**src/hw/efm_pkg.sv**
```systemverilog
// package: register map, field positions and shared types of the far-end monitor
package efm_pkg;
   // ****************************************************
   // register offsets
   // ****************************************************
   localparam logic [15:0] EFM_OFS_CFG  = 16'h1110;
   localparam logic [15:0] EFM_OFS_STAT = 16'h1111;
   localparam logic [15:0] EFM_OFS_IRQ1 = 16'h1114;
   localparam logic [15:0] EFM_OFS_IRQ2 = 16'h1115;
   // ****************************************************
   // field positions
   // ****************************************************
   localparam int EFM_CFG_SEL_BIT   = 4;
   localparam int EFM_CFG_TMF_BIT   = 3;
   localparam int EFM_STAT_LOFA_BIT = 7;
   localparam int EFM_STAT_FEF_BIT  = 0;
   localparam int EFM_IRQ2_FEF_BIT  = 3;
   // ****************************************************
   // reset values, frame counts and interrupt masks
   // ****************************************************
   localparam logic [2:0] EFM_EXP_LABEL_RST = 3'h2;
   localparam logic [2:0] EFM_CNT_SHORT     = 3'h3;
   localparam logic [2:0] EFM_CNT_LONG      = 3'h5;
   localparam logic [7:0] EFM_IRQ1_MASK     = 8'h7f;
   localparam logic [7:0] EFM_IRQ2_MASK     = 8'h5f;

   // ****************************************************
   // types
   // ****************************************************
   typedef enum logic [0:0] {
      EFM_CLEAR,
      EFM_DECLARED
   } efm_state_e;

   // register access strobe from the microprocessor port
   typedef struct packed {
      logic        rd;
      logic        wr;
      logic [15:0] addr;
      logic [7:0]  wdata;
   } efm_bus_s;

   // defect flags from the neighbouring receive detectors
   typedef struct packed {
      logic lof;
      logic oof;
      logic los;
      logic ais;
      logic label_unstable;
      logic trail_marker;
   } efm_defects_s;
endpackage : efm_pkg

```
**src/hw/efm_monitor.sv**
```systemverilog
// far-end receive failure monitor with its register file
//
// What this block does
// - declare defect after consecutive frames with bit set
// - select zero: declare after three frames
// - select one: declare after five frames
// - count select is writable bit 4, 0x1110
// - declaration sets status bit 0 at 0x1111
// - declared flag stays high, never pulsed
// - declaration sets 0x1115 bit 3, interrupt low
// - 0x1111 layout: algo, defects, label, marker, fef
// - 0x1114 holds seven clear-on-read change flags
// - 0x1115 holds clear-on-read flags, bits 7,5 unused
// - 0x1110 layout: rx label, count select, marker select, expected
// - transmit sends bit set during los, lof, oof or ais
// - clear after three or five zero frames
// - clearing drops flag, sets change, interrupt low
module efm_monitor
   import efm_pkg::*;
#(
   parameter int CNT_W = 3
) (
   // clock, reset, enable
   input  wire logic         ref_clk,
   input  wire logic         rst_n,
   input  wire logic         clk_en,
   // register port
   input  wire efm_bus_s     bus,
   output logic [7:0]        rdata,
   // receive frame stream, one pulse per frame end
   input  wire logic         frame_end,
   input  wire logic         far_end_fail_bit,
   input  wire logic [2:0]   received_payload_label,
   input  wire efm_defects_s defects,
   input  wire logic [6:0]   irq1_events,
   input  wire logic [6:0]   irq2_events,
   // transmit side
   input  wire logic         auto_fef_enable,
   output logic              tx_far_end_fail,
   // interrupt, active low
   output logic              int_n
);
   // ****************************************************
   // configuration registers
   // ****************************************************
   logic       far_end_fail_count_select_r;
   logic       trail_marker_filter_select_r;
   logic [2:0] expected_payload_label_r;
   logic       lof_algo_select_r;
   logic       wr_cfg;
   logic       wr_stat;
   logic       rd_irq1;
   logic       rd_irq2;

   assign wr_cfg  = clk_en && bus.wr && bus.addr == EFM_OFS_CFG;
   assign wr_stat = clk_en && bus.wr && bus.addr == EFM_OFS_STAT;
   assign rd_irq1 = clk_en && bus.rd && bus.addr == EFM_OFS_IRQ1;
   assign rd_irq2 = clk_en && bus.rd && bus.addr == EFM_OFS_IRQ2;

   // writable fields of 0x1110; the received label stays read-only
   always_ff @(posedge ref_clk or negedge rst_n) begin
      if (!rst_n) begin
         far_end_fail_count_select_r  <= 1'b0;
         trail_marker_filter_select_r <= 1'b0;
         expected_payload_label_r     <= EFM_EXP_LABEL_RST;
      end else if (wr_cfg) begin
         far_end_fail_count_select_r  <= bus.wdata[EFM_CFG_SEL_BIT];
         trail_marker_filter_select_r <= bus.wdata[EFM_CFG_TMF_BIT];
         expected_payload_label_r     <= bus.wdata[2:0];
      end
   end

   // only bit 7 of 0x1111 is writable
   always_ff @(posedge ref_clk or negedge rst_n) begin
      if (!rst_n)
         lof_algo_select_r <= 1'b0;
      else if (wr_stat)
         lof_algo_select_r <= bus.wdata[EFM_STAT_LOFA_BIT];
   end

   // ****************************************************
   // consecutive frame counter and defect state
   // ****************************************************
   efm_state_e       state_r;
   logic [CNT_W-1:0] run_r;
   logic [CNT_W-1:0] target;
   logic             opposite;
   logic             change;

   // threshold chosen by the select bit, shared by declare and clear
   function automatic logic [CNT_W-1:0] frames_needed(input logic sel);
      frames_needed = sel ? CNT_W'(EFM_CNT_LONG) : CNT_W'(EFM_CNT_SHORT);
   endfunction

   assign target   = frames_needed(far_end_fail_count_select_r);
   // a frame disagreeing with the current state advances the run
   assign opposite = far_end_fail_bit ^ (state_r == EFM_DECLARED);
   assign change   = clk_en && frame_end && opposite
                     && (run_r + CNT_W'(1) >= target);

   // one agreeing frame breaks the run; the run restarts at zero on reaching target
   always_ff @(posedge ref_clk or negedge rst_n) begin
      if (!rst_n)
         run_r <= '0;
      else if (clk_en && frame_end) begin
         if (!opposite || change)
            run_r <= '0;
         else
            run_r <= run_r + CNT_W'(1);
      end
   end

   // declared level holds until the clearance run completes
   always_ff @(posedge ref_clk or negedge rst_n) begin
      if (!rst_n)
         state_r <= EFM_CLEAR;
      else if (change)
         state_r <= (state_r == EFM_CLEAR) ? EFM_DECLARED : EFM_CLEAR;
   end

   // ****************************************************
   // clear-on-read interrupt status
   // ****************************************************
   logic [7:0] irq1_r;
   logic [7:0] irq2_r;
   logic [7:0] irq2_set;

   assign irq2_set = {1'b0, irq2_events[6], 1'b0, irq2_events[4],
                      change, irq2_events[2:0]};

   // a new event in the read cycle survives the clear
   always_ff @(posedge ref_clk or negedge rst_n) begin
      if (!rst_n) begin
         irq1_r <= 8'h00;
         irq2_r <= 8'h00;
      end else if (clk_en) begin
         irq1_r <= ((rd_irq1 ? 8'h00 : irq1_r) | {1'b0, irq1_events})
                   & EFM_IRQ1_MASK;
         irq2_r <= ((rd_irq2 ? 8'h00 : irq2_r) | irq2_set)
                   & EFM_IRQ2_MASK;
      end
   end

   // pin low while any flag is pending
   always_ff @(posedge ref_clk or negedge rst_n) begin
      if (!rst_n)
         int_n <= 1'b1;
      else if (clk_en)
         int_n <= ~(|irq1_r | |irq2_r);
   end

   // ****************************************************
   // read data and transmit insertion
   // ****************************************************
   always_ff @(posedge ref_clk or negedge rst_n) begin
      if (!rst_n)
         rdata <= 8'h00;
      else if (clk_en && bus.rd) begin
         case (bus.addr)
            EFM_OFS_CFG:  rdata <= {received_payload_label,
                                    far_end_fail_count_select_r,
                                    trail_marker_filter_select_r,
                                    expected_payload_label_r};
            EFM_OFS_STAT: rdata <= {lof_algo_select_r, defects.lof,
                                    defects.oof, defects.los, defects.ais,
                                    defects.label_unstable,
                                    defects.trail_marker,
                                    state_r == EFM_DECLARED};
            EFM_OFS_IRQ1: rdata <= irq1_r;
            EFM_OFS_IRQ2: rdata <= irq2_r;
            default:      rdata <= 8'h00;
         endcase
      end
   end

   // remote end learns of local loss while it lasts
   always_ff @(posedge ref_clk or negedge rst_n) begin
      if (!rst_n)
         tx_far_end_fail <= 1'b0;
      else if (clk_en)
         tx_far_end_fail <= auto_fef_enable && (defects.los || defects.lof
                            || defects.oof || defects.ais);
   end

   // ****************************************************
   // checks
   // ****************************************************
   // independent run counters, so the checks do not reuse the design's run
   logic [2:0] ones_seen;
   logic [2:0] zeros_seen;
   always_ff @(posedge ref_clk or negedge rst_n) begin
      if (!rst_n) begin
         ones_seen  <= 3'h0;
         zeros_seen <= 3'h0;
      end else if (clk_en && frame_end) begin
         ones_seen  <= far_end_fail_bit ? ((ones_seen == 3'h7) ? ones_seen
                       : ones_seen + 3'h1) : 3'h0;
         zeros_seen <= !far_end_fail_bit ? ((zeros_seen == 3'h7) ? zeros_seen
                       : zeros_seen + 3'h1) : 3'h0;
      end
   end

   chk_declare_short: assert property (@(posedge ref_clk) disable iff (!rst_n)
      clk_en && frame_end && far_end_fail_bit && ones_seen == 3'h2
      && !far_end_fail_count_select_r |=> state_r == EFM_DECLARED)
      else $error("not declared after three frames");
   chk_declare_long: assert property (@(posedge ref_clk) disable iff (!rst_n)
      $rose(state_r == EFM_DECLARED) && $past(far_end_fail_count_select_r)
      |-> $past(ones_seen) >= 3'h4)
      else $error("declared before five frames");
   chk_declare_cause: assert property (@(posedge ref_clk) disable iff (!rst_n)
      $rose(state_r == EFM_DECLARED) |-> $past(frame_end && far_end_fail_bit))
      else $error("declared without a frame");
   chk_flag_change: assert property (@(posedge ref_clk) disable iff (!rst_n)
      $changed(state_r) |-> irq2_r[EFM_IRQ2_FEF_BIT])
      else $error("change flag not set");
   chk_int_low: assert property (@(posedge ref_clk) disable iff (!rst_n)
      $changed(state_r) && clk_en |=> !int_n)
      else $error("interrupt not asserted");
   chk_read_clear: assert property (@(posedge ref_clk) disable iff (!rst_n)
      rd_irq2 && !change |=> !irq2_r[EFM_IRQ2_FEF_BIT])
      else $error("flag not cleared by read");
   chk_state_hold: assert property (@(posedge ref_clk) disable iff (!rst_n)
      state_r == EFM_DECLARED && !(frame_end && clk_en)
      |=> state_r == EFM_DECLARED)
      else $error("declared flag pulsed");
   chk_clear_cause: assert property (@(posedge ref_clk) disable iff (!rst_n)
      $fell(state_r == EFM_DECLARED) |-> $past(!far_end_fail_bit)
      && $past(zeros_seen) >= ($past(far_end_fail_count_select_r)
      ? 3'h4 : 3'h2))
      else $error("cleared too early");
   chk_tx_insert: assert property (@(posedge ref_clk) disable iff (!rst_n)
      clk_en && auto_fef_enable && defects.los |=> tx_far_end_fail)
      else $error("far-end bit not inserted");
   chk_sel_write: assert property (@(posedge ref_clk) disable iff (!rst_n)
      wr_cfg |=> far_end_fail_count_select_r == $past(bus.wdata[4]))
      else $error("select bit not stored");

   cov_declare: cover property (@(posedge ref_clk) $rose(state_r));
   cov_clear:   cover property (@(posedge ref_clk) $fell(state_r));
   cov_long:    cover property (@(posedge ref_clk)
      far_end_fail_count_select_r && $rose(state_r));
   cov_race:    cover property (@(posedge ref_clk) rd_irq2 && change);
endmodule : efm_monitor

```
**config.mk**
```make
export PLATFORM = sky130hd
export DESIGN_NAME = efm_monitor
export DESIGN_NICKNAME = d
export VERILOG_FILES = /design/src/hw/efm_pkg.sv /design/src/hw/efm_monitor.sv
export SDC_FILE = /design/constraint.sdc
export NUM_CORES = 1
export LEC_CHECK = 0
export BUFFER_PORTS_ARGS = -buffer_cell sky130_fd_sc_hd__buf_2
export CAP_MARGIN = 25
export CELL_PAD_IN_SITES_DETAIL_PLACEMENT = 1
export CELL_PAD_IN_SITES_GLOBAL_PLACEMENT = 1
export CORE_MARGIN = 2
export CORE_UTILIZATION = 36
export CTS_CLUSTER_SIZE = 40
export DETAILED_ROUTE_END_ITERATION = 8
export PLACE_DENSITY_LB_ADDON = 0.12
export SETUP_SLACK_MARGIN = 0.02
export SLEW_MARGIN = 10
export SYNTH_ARGS = -nofsm -noshare
export SYNTH_HDL_FRONTEND = slang
export SYNTH_SLANG_ARGS = --single-unit
```
**constraint.sdc**
```tcl
create_clock -name ref_clk -period 2.65 [get_ports ref_clk]
set_clock_uncertainty 0.05 [all_clocks]
set_input_delay 0.1325 -clock ref_clk [delete_from_list [all_inputs] [get_ports ref_clk]]
set_output_delay 0.1325 -clock ref_clk [all_outputs]
set_load 0.005 [all_outputs]
```
# [After elaboration in Yosys (flattened, before gate mapping)]
# Cells that the tools add are included.
[word_totals] register_bits=33
[op_classes] n_reduce_logical=17 n_addsub=1 eq_ne=4 mux=6 bitwise=5 order_cmp=1
[ops] op="$eq 16x13->1 const B" count=4
[ops] op="$pmux 8 s4" count=1
[ops] op="$mux 7" count=2
[ops] op="$or 7x7->7" count=2
[ops] op="$logic_and 1x1->1" count=10
[ops] op="$reduce_or 7->1" count=1
[ops] op="$mux 3" count=2
[ops] op="$reduce_or 6->1" count=1
[ops] op="$logic_or 1x1->1" count=4
[ops] op="$add 3x1->3 const B" count=1
[ops] op="$ge 3x3->1" count=1
[ops] op="$logic_not 1->1" count=1
[ops] op="$mux 1" count=1
[ops] op="$not 1->1" count=1
[ops] op="$or 1x1->1" count=1
[ops] op="$xor 1x1->1" count=1

# [Depth between registers and ports, before layout]
# Gate-level depths: netlist of run 1.
[logic_depth] depth_word=5 mapped_depth=6 depth_no_buf=6

# [Least setup slack after synthesis of run 1]
# Ideal clock, no wire load.
[synth_path] path_type="flip-flop to flip-flop" startpoint="register run_r[0]" endpoint="register state_r" n_path_buf=0 t_arrival_ps=1786 path_stages_with_launch=7 synth_period_minus_slack_ps=1961 required_time_ps=2475 setup_slack_ps=689 cell_sequence="dfrtp_1 -> ha_1 -> ha_1 -> nor2b_1 -> o21ai_0 -> a21oi_1 -> mux2_2"
[synth_between] elab_chain_cells=3
[synth_lines] element="start, declared" line_no="efm_monitor.sv:85" text="logic [CNT_W-1:0] run_r;"
[synth_lines] element="start signal, assigned" line_no="efm_monitor.sv:109" text="run_r <= run_r + CNT_W'(1);"
[synth_lines] element="$add 3x1->3" line_no="efm_monitor.sv:99" text="&& (run_r + CNT_W'(1) >= target);"
[synth_lines] element="$ge 3x3->1" line_no="efm_monitor.sv:99"
[synth_lines] element="$logic_and 1x1->1" line_no="efm_monitor.sv:99"
[synth_lines] element="end signal, assigned" line_no="efm_monitor.sv:118" text="state_r <= (state_r == EFM_CLEAR) ? EFM_DECLARED : EFM_CLEAR;"
[synth_lines] element="end, declared" line_no="efm_monitor.sv:84" text="efm_state_e state_r;"
# No other way between the ends.
# A chain may end at the register's enable or synchronous reset.

# [Worst setup path in the final report of run 1]
# Same ends and word-level chain as after synthesis.

==> results of run 1 <==
path summary, 6_finish.rpt:
| kind | to | slack [ps] | cells past startpoint |
|---|---|---|---|
| min in group asynchronous | rdata[2] | 400 | 2 |
| setup / recovery | state_r | 440 | 6 |
| hold reg to reg | rdata[3] | 430 | 2 |
| max in group asynchronous | irq2_r[4] | 1680 | 2 |
| setup reg to reg | state_r | 440 | 6 |
| hold / removal | lof_algo_select_r | 30 | 2 |
per-stage QoR:
| step | power, W | setup slack (ps) | utilization |
|---|---|---|---|
| finish | 0.00123 | 437 | 0.480 |
| floorplan | 0.000671 | 689 | - |
| global placement | 0.000737 | 598 | 0.451 |
| CTS | 0.00125 | 415 | 0.480 |
| global route | 0.00130 | 344 | 0.480 |
| detailed placement | 0.000758 | 427 | 0.451 |
what timing repair did:
| item | CTS | global route |
|---|---|---|
| endpoints found under the setup margin | 0 | 0 |
| hold buffers | 1 | 0 |
| hold endpoints to repair | 31 | 0 |
| setup buffers | 0 | 0 |
sequential cells by signal, indices dropped and copies added, names as in the netlist, 3 cells and up:
register	flops
run_r	3
irq1_r	7
rdata	8
expected_payload_label_r	3
irq2_r	6
per-layer routing:
metal | global-route usage | vias to the layer above
met4 | 0.0629 | 0
li1 | - | 636
met3 | 0.0380 | 5
met2 | 0.305 | 41
met1 | 0.250 | 645
met5 | 0 | -
area by class of cell:
type                       count  share of cell area
tap                           52              0.0311
multi-input combinational     91               0.356
clock inverter                 1              0.0144
inverter                       7              0.0126
clock buffer                   7              0.0413
timing repair buffer          61               0.149
sequential                    33               0.396
power breakdown:
part	switching (W)	internal, W	total [W]	leakage [nW]
clock network	0.000181	0.000306	0.000488	0.0585
registers	0.0000221	0.000530	0.000552	0.382
logic	0.000102	0.0000911	0.000193	0.546
total	0.000305	0.000928	0.00123	0.986
critical path, delay by kind of cell, from the launching register on:
kind	cells	cell delay [ps]
compound gates	2	620
fa+ha+maj	2	600
flops	1	410
mux	1	290
simple gates	1	130
logic make-up after synthesis:
family	count (synthesis)	share of synthesized area
AND/OR/NAND/NOR	40	0.143
flip-flops	33	0.506
AO/OA/AOI/OAI	31	0.134
buffers and inverters	15	0.0405
multiplexers	15	0.143
adder cells (fa/ha/maj)	3	0.0229
XOR/XNOR	2	0.0107
placed cells by master, fill, tap and decap left out, drive strengths merged, types with 2 or more instances in the layout:
master / netlist / routed
buf: 5 / 60
dfrtp: 31 / 31
nand2: 13 / 13
a22o: 12 / 12
o21ai: 10 / 10
inv: 7 / 7
mux2: 7 / 7
clkbuf: 3 / 7
mux4: 6 / 6
nand2b: 6 / 6
nor3: 5 / 5
ha: 3 / 3
nor2: 2 / 2
nor4: 2 / 2
nand4: 2 / 2
nand3: 2 / 2
or3: 2 / 2
mux2i: 2 / 2
a31oi: 2 / 2
or4: 2 / 2
dfstp: 2 / 2
synth_stat cells (3+ instances only):
| library cell | number | area (um^2) |
|---|---|---|
| a22o_1 | 12 | 105 |
| mux2_2 | 7 | 78.8 |
| mux4_2 | 6 | 135 |
| nor3_1 | 4 | 20.0 |
| dfrtp_1 | 31 | 776 |
| ha_1 | 3 | 37.5 |
| clkbuf_1 | 3 | 11.3 |
| o21ai_0 | 10 | 50.1 |
| inv_1 | 7 | 26.3 |
| nand2b_1 | 6 | 37.5 |
| nand2_1 | 13 | 48.8 |
==> key figures, run 1 <==
Status
  – Outcome: finished, final reports clean

Floorplan
  – Num rows: 24
  – Die height: 71.5 um
  – Ports: 65
  – DIE AREA: 5110 um^2
  – Starting Density: 0.376
  – Core area: between 4000 and 5000 um^2
  – Die span in x: 71.5 um

GRT
  – Antenna violations before repair: 0
  – Gr ovfl total: 0
  – Pin count of the biggest net entering global routing: 34
  – Vias in the first global route: 1449
  – Global-route wire length before repair: 7.28 mm
  – Total track usage: 0.187

Synth
  – Netlist cell types: 37
  – Cell count after synthesis: 139
  – #FFs+latches synth: 33
  – Syn. warnings: 0
  – Syn Nets: 197
  – Sequential-to-total area share from yosys stat: 0.506
  – Top_reg_cell synth: dfrtp_1
  – Post-synth EDFFs: 0
  – Mapped cell area: between 1500 and 2000 um^2
  – Asr flop ratio synth: 1.00
  – Syn_area_per_cell: approximately 12 um^2

Route
  – Met2 wire len: 2.16 mm
  – M1 WL: 1.94 mm
  – TritonRoute pass-1 iters: 4
  – Vias per cell: 5.27
  – WL final: 4.37 mm
  – WL per Instance: 17.3 um
  – DR iter-0 viols: 65
  – DR DRC count: 0
  – Vias: 1327
  – WL met3: 207 um
  – Uppermost layer routed: met4
  – Post-route ant nets: 0

Power
  – Static Leak: 0.986 nW
  – Pwr/cell area: 590 nW/um^2
  – Worst vdd ir: 0.225 mV

STA
  – Slew headroom: 0.507
  – Max Fclk: 452 MHz
  – Fin. Hold Viols: 0
  – Final TNS setup: 0 ps
  – Tmin final: 2210 ps
  – Slew Limit Fails: 0
  – Worst-Margin Slew: 739 ps
  – Unrepaired setup endpoints after global routing: no
  – Finish-stage setup viols: 0
  – Hold Slack: 30.3 ps
  – Fin crit share: 0.835

Critical path
  – Crit path capture type: register
  – Data required time of the worst path: 2770 ps
  – Startpoint Class: register
  – Arrival @ worst endpoint: roughly 2300 ps
  – Most used cell, CP: ha_1
  – Critical Path Fanout Max: 5
  – R2R Path Start: run_r[0]
  – Slowest cell on crit path: o21ai_0
  – Crit path from: run_r[0]
  – CP peak stage delay: 460 ps
  – CP cell instances: ha_1, ha_1, nor2b_1, o21ai_0, a21oi_1, mux2_2
  – Kind of critical path: register to register

Cells and area
  – Fillers: 493
  – Diodes inserted: 0
  – Final net count: 257
  – Final std cells w/o fill: ~250
  – Multi-input logic area: 743 um^2
  – Storage cell area: a little over 800 um^2
  – Layout cell share with drive strength beyond 1: 0.425
  – Area added between synthesis and finish: 27.6%
  – Final Cell Area: 2090 um^2

Placed design
  – Post-Place Cells: between 200 and 250
  – PortBufs: 60
  – DP Area: 1960 um^2
  – Dpl hpwl: 3.37 mm
  – GP Congestion: 0.739

Clocking
  – Insertion delay to the later sink of the worst-skew pair: 280 ps
  – # clock sinks: 33
  – Clock transition at path regs: 70 ps
  – CTS resizes: 0
  – Max Root-Sink Buffers: 2
  – H-tree depth: 2
  – Num CTS Buffers: 5
  – CTS tree: yes
  – Root Buffer: clkbuf_8

Min path
  – Hold Startpoint: bus[7]
  – Min-delay worst type: input port to register

Flow run
  – Maxcap violations: 0
Note: power is estimated with default switching activity, not from simulation.
==> run 2, diff against run 1 <==
==> constraint.sdc (replaced) <==
create_clock -name ref_clk -period 2.3 [get_ports ref_clk]
set_clock_uncertainty 0.05 [all_clocks]
set_input_delay 0.115 -clock ref_clk [delete_from_list [all_inputs] [get_ports ref_clk]]
set_output_delay 0.115 -clock ref_clk [all_outputs]
set_load 0.005 [all_outputs]
==> run 2 against run 1 <==
  * Global-route usage fell by 0.16 points
  * Sequential power up 15%
  * Total power is 16% higher
  * Via count up 0.38%
  * Clock power up 13%
  * Highest routed layer unchanged
==> key figures, run 2 (synthesis gave the netlist of run 1 again) <==
Status
  – Outcome: finished, final reports clean

Placed design
  – PortBufs: 60 (unchanged)
  – GP Congestion: 0.731 (-1.1%)
  – Pre-CTS WS: 297 ps (-130 ps)
  – Dpl hpwl: 3.38 mm (+0.32%)
  – Post-Place Cells: 245 (+0.82%)

STA
  – Final TNS setup: 0 ps (unchanged)
  – Max Fclk: 499 MHz (+10%)
  – Unrepaired setup endpoints after global routing: no
  – Slew Limit Fails: 0 (unchanged)
  – Tmin final: 2010 ps (-208 ps)
  – Fin crit share: 0.872 (+0.0367)
  – Fin. Hold Viols: 0 (unchanged)
  – Finish-stage setup viols: 0 (unchanged)
  – Final WS setup: 295 ps (-142 ps)
  – Worst-Margin Slew: 742 ps (+3.64 ps)
  – Slew headroom: 0.505 (-0.00243)

Critical path
  – Arrival @ worst endpoint: 2120 ps (-210 ps)
  – Crit path capture type: register
  – Data required time of the worst path: 2420 ps (-350 ps)
  – Kind of critical path: register to register
  – Startpoint Class: register
  – Critical Path Fanout Max: 4 (-1)

GRT
  – Global-route wire length before repair: 7.15 mm (-1.8%)
  – Pin count of the biggest net entering global routing: 34 (unchanged)
  – Antenna violations before repair: 0 (unchanged)
  – Vias in the first global route: 1403 (-3.2%)
  – Total track usage: 0.185 (-0.00157)
  – Gr ovfl total: 0 (unchanged)

Cells and area
  – Commonest cells after routing, fill and taps aside: buf_2 (60), dfrtp_1 (31), nand2_1 (13)
  – Top flop regs: rdata x8, irq1_r x7, irq2_r x6
  – Area added between synthesis and finish: 28.5%
  – Final std cells w/o fill: 254 (+0.79%)
  – Commonest non-fill, non-tap cell in the layout: buf_2
  – Final net count: 259 (+0.78%)
  – Max FFs per register: 8 (unchanged)
  – Biggest register: rdata
  – Layout cell share with drive strength beyond 1: 0.431 (+0.00569)
  – Diodes inserted: 0 (unchanged)
  – Fillers: 498 (+1.0%)

Floorplan
  – DIE AREA: 5110 um^2 (unchanged)
  – Ports: 65 (unchanged)
  – Die span in x: 71.5 um (unchanged)
  – Core area: 4350 um^2 (unchanged)
  – Die height: 71.5 um (unchanged)
  – Num rows: 24 (unchanged)
  – Starting Density: 0.376 (unchanged)

Route
  – TritonRoute pass-1 iters: 4 (unchanged)
  – Vias: 1332 (+0.38%)
  – DR DRC count: 0 (unchanged)
  – DR iter-0 viols: 41 (-37%)
  – Post-route ant nets: 0 (unchanged)
  – WL final: 4.34 mm (-0.73%)
  – Vias per cell: 5.24 (-0.41%)
  – WL per Instance: 17.1 um (-1.5%)

Flow run
  – Maxcap violations: 0 (unchanged)

Clocking
  – Hold-fix buffers, CTS: 1 (unchanged)
  – H-tree depth: 2 (unchanged)
  – Num CTS Buffers: 5 (unchanged)
  – CTS tree: yes
  – # clock sinks: 33 (unchanged)
  – CTS resizes: 0 (unchanged)
  – Root Buffer: clkbuf_8
  – Max Root-Sink Buffers: 2 (unchanged)
  – Post-CTS setup buffer count: 0 (unchanged)
  – Insertion delay to the later sink of the worst-skew pair: 280 ps (about the same)
  – Clock transition at path regs: 70 ps (about the same)

Power
  – Tot Pwr: 0.00143 W (+16%)
  – Static Leak: 0.995 nW (+0.87%)
  – Pwr/cell area: 679 nW/um^2 (+15%)
  – Worst vdd ir: 0.330 mV (+47%)

Min path
  – Min-delay worst type: input port to register
[run 2: worst paths after layout]
check | startpoint | to | slack (ps) | cells past startpoint
setup reg to reg | run_r[0] | state_r | 290 | 6
max in group asynchronous | rst_n | irq1_r[0] | 1340 | 2
min in group asynchronous | rst_n | expected_payload_label_r[0] | 390 | 2
setup / recovery | run_r[0] | state_r | 290 | 6
hold reg to reg | rdata[6] | rdata[6] | 420 | 2
hold / removal | irq1_events[3] | irq1_r[3] | 10 | 2
[run 2: final cells by class]
class | count | area [um^2] | area share
tap | 52 | 65.1 | 0.0309
clock inverter | 1 | 30.0 | 0.0143
timing repair buffer | 63 | 325 | 0.155
sequential | 33 | 828 | 0.394
clock buffer | 7 | 86.3 | 0.0410
inverter | 7 | 26.3 | 0.0125
multi-input combinational | 91 | 743 | 0.353
[run 2: power breakdown]
part           total [W]  internal (W)  switching, W
combinational   0.000242      0.000121      0.000121
clock           0.000551      0.000353      0.000198
sequential      0.000637      0.000611     0.0000256
[run 2: critical path, stage by stage (launching register included)]
cell     delay, ps
dfrtp_1        410
ha_1           330
ha_1           290
nor2b_1        130
o21ai_0        130
a21oi_1        200
mux2_2         350
[run 2: per-stage QoR]
stage	instance area, um^2	hold slack (ps)	utilization
2_1_floorplan	1640	-231	-
3_3_place_gp	1980	163	0.454
3_5_place_dp	1980	179	0.454
4_1_cts	2100	2.38	0.483
5_1_grt	2100	6.58	0.483
6_report	2100	13.6	0.483
[run 2: per-layer routing]
layer | global-route usage | vias to the layer above | wire, um
li1 | - | 638 | -
met1 | 0.261 | 649 | 1920
met2 | 0.288 | 37 | 2130
met3 | 0.0408 | 8 | 226
met4 | 0.0566 | 0 | 62
met5 | 0 | - | 0
==> run 3, diff against run 2 <==
==> constraint.sdc (replaced) <==
create_clock -name ref_clk -period 2.3 [get_ports ref_clk]
set_clock_uncertainty 0.05 [all_clocks]
set_input_delay 0.46 -clock ref_clk [delete_from_list [all_inputs] [get_ports ref_clk]]
set_output_delay 0.46 -clock ref_clk [all_outputs]
set_load 0.005 [all_outputs]
==> run 3 against run 2 <==
  * Critical path depth grew 1
  * Total power decreased by 9.1%
  * Sequential share of layout area up 0.69 points
  * Utilization shrank 0.83 points
  * Global-route usage up 0.42 points
  * Non-clock buffer count stayed put
  * Combinational power about the same
  * Critical path type unchanged
  * Largest power group unchanged
  * Highest routed layer unchanged
==> key figures, run 3 (synthesis gave the netlist of run 1 again) <==
Status
  – Outcome: finished, final reports clean

Route
  – Post-route ant nets: 0 (unchanged)
  – WL per Instance: 17.4 um (+1.7%)
  – DR iter-0 viols: 91 (+120%)
  – Vias per cell: 5.32 (+1.5%)
  – WL final: 4.41 mm (+1.7%)
  – DR DRC count: 0 (unchanged)
  – TritonRoute pass-1 iters: 4 (unchanged)
  – Vias: 1352 (+1.5%)

STA
  – Worst-Margin Slew: 748 ps (+5.05 ps)
  – Unrepaired setup endpoints after global routing: no
  – Max Fclk: 514 MHz (+3.1%)
  – Fin crit share: 0.846 (-0.0262)
  – Final WS setup: 355 ps (+60.3 ps)
  – Tmin final: 1940 ps (-60.3 ps)
  – Finish-stage setup viols: 0 (unchanged)
  – Fin. Hold Viols: 0 (unchanged)
  – Final TNS setup: 0 ps (unchanged)
  – Slew Limit Fails: 0 (unchanged)
  – Slew headroom: 0.502 (-0.00337)

GRT
  – Antenna violations before repair: 0 (unchanged)
  – Global-route wire length before repair: 7.31 mm (+2.3%)
  – Total track usage: 0.190 (+0.00419)
  – Vias in the first global route: 1450 (+3.3%)
  – Pin count of the biggest net entering global routing: 34 (unchanged)
  – Gr ovfl total: 0 (unchanged)

Critical path
  – Critical Path Fanout Max: 4 (unchanged)
  – Data required time of the worst path: 2450 ps (+30 ps)
  – Arrival @ worst endpoint: 2090 ps (-30 ps)
  – Crit path capture type: register
  – Startpoint Class: register
  – Kind of critical path: register to register

Flow run
  – Maxcap violations: 0 (unchanged)

Floorplan
  – Ports: 65 (unchanged)
  – Die height: 71.5 um (unchanged)
  – Die span in x: 71.5 um (unchanged)
  – Core area: 4350 um^2 (unchanged)
  – DIE AREA: 5110 um^2 (unchanged)
  – Num rows: 24 (unchanged)
  – Starting Density: 0.376 (unchanged)

Cells and area
  – Commonest non-fill, non-tap cell in the layout: buf_2
  – Diodes inserted: 0 (unchanged)
  – Max FFs per register: 8 (unchanged)
  – Final net count: 259 (unchanged)
  – Area added between synthesis and finish: 26.3%
  – Fillers: 498 (unchanged)
  – Biggest register: rdata
  – Commonest cells after routing, fill and taps aside: buf_2 (60), dfrtp_1 (31), nand2_1 (13)
  – Layout cell share with drive strength beyond 1: 0.436 (+0.00495)
  – Top flop regs: rdata x8, irq1_r x7, irq2_r x6

Min path
  – Min-delay worst type: input port to asynchronous set/reset pin

Clocking
  – Num CTS Buffers: 5 (unchanged)
  – Hold-fix buffers, CTS: 0 (-1)
  – Root Buffer: clkbuf_8
  – CTS resizes: 0 (unchanged)
  – Clock transition at path regs: 70 ps (about the same)
  – Insertion delay to the later sink of the worst-skew pair: 280 ps (about the same)
  – Post-CTS setup buffer count: 0 (unchanged)
  – CTS tree: yes
  – # clock sinks: 33 (unchanged)
  – H-tree depth: 2 (unchanged)
  – Max Root-Sink Buffers: 2 (unchanged)

Placed design
  – GP Congestion: 0.730 (-0.14%)
  – Dpl hpwl: 3.45 mm (+1.9%)
  – PortBufs: 60 (unchanged)
  – Pre-CTS WS: 195 ps (-102 ps)

Power
  – Static Leak: 0.982 nW (-1.3%)
  – Worst vdd ir: 0.335 mV (+1.6%)
  – Pwr/cell area: 628 nW/um^2 (-7.5%)
## run 3: cell count changes in the layout (fill, tap and decap cells not counted)
cell           previous run  this run
clkbuf_8                  6         5
buf_4                     2         3
bufinv_16                 1         0
dlygate4sd3_1             1         0
clkinv_2                  0         2
## run 3: routing by layer
| layer | global-route usage | routed length, um | up-vias |
|---|---|---|---|
| met4 | 0.0566 | 60 | 0 |
| li1 | - | - | 640 |
| met1 | 0.252 | 1970 | 672 |
| met5 | 0 | 0 | - |
| met2 | 0.308 | 2190 | 35 |
| met3 | 0.0478 | 183 | 5 |
## run 3: layout make-up
class                   instances  area (um^2)  area share
flip-flops and latches         33          828       0.400
clock buffers                   6         72.6      0.0351
repair buffers                 63          323       0.156
multi-input cells              91          743       0.359
well taps                      52         65.1      0.0315
clock inverters                 2         10.0     0.00484
inverters                       7         26.3      0.0127
## run 3: final timing paths
path	from	endpoint	slack (ps)	cells after the start
worst min-delay path	rst_n	rdata[2]	190	1
max in group asynchronous	rst_n	irq1_r[6]	1540	1
worst max-delay path	run_r[0]	run_r[0]	360	7
worst min register to register	rdata[6]	rdata[6]	430	2
worst max register to register	run_r[0]	run_r[0]	360	7
min in group ref_clk	irq1_events[1]	irq1_r[1]	360	2
## run 3: power breakdown
| part | internal, W | switching, W | total [W] |
|---|---|---|---|
| clock network | 0.000210 | 0.000212 | 0.000421 |
| logic | 0.000120 | 0.000120 | 0.000240 |
| registers | 0.000611 | 0.0000271 | 0.000638 |
## run 3: critical path: stages (launching register included)
cell and delay (ps):
dfrtp_1 420, ha_1 330, ha_1 270, nor2b_1 120, o21ai_0 230, buf_4 180
nand2_1 70, o21ai_0 180
## run 3: per-stage QoR
step / utilization / cell area (um^2) / cells / hold WS, ps / power [W]
5_1_grt: 0.475 / 2070 / 254 / 232 / 0.00137
3_3_place_gp: 0.456 / 1990 / 246 / 407 / 0.000869
6_report: 0.475 / 2070 / 254 / 188 / 0.00130
2_1_floorplan: - / 1640 / 139 / 114 / 0.000773
3_5_place_dp: 0.456 / 1990 / 246 / 416 / 0.000891
4_1_cts: 0.475 / 2070 / 254 / 206 / 0.00132
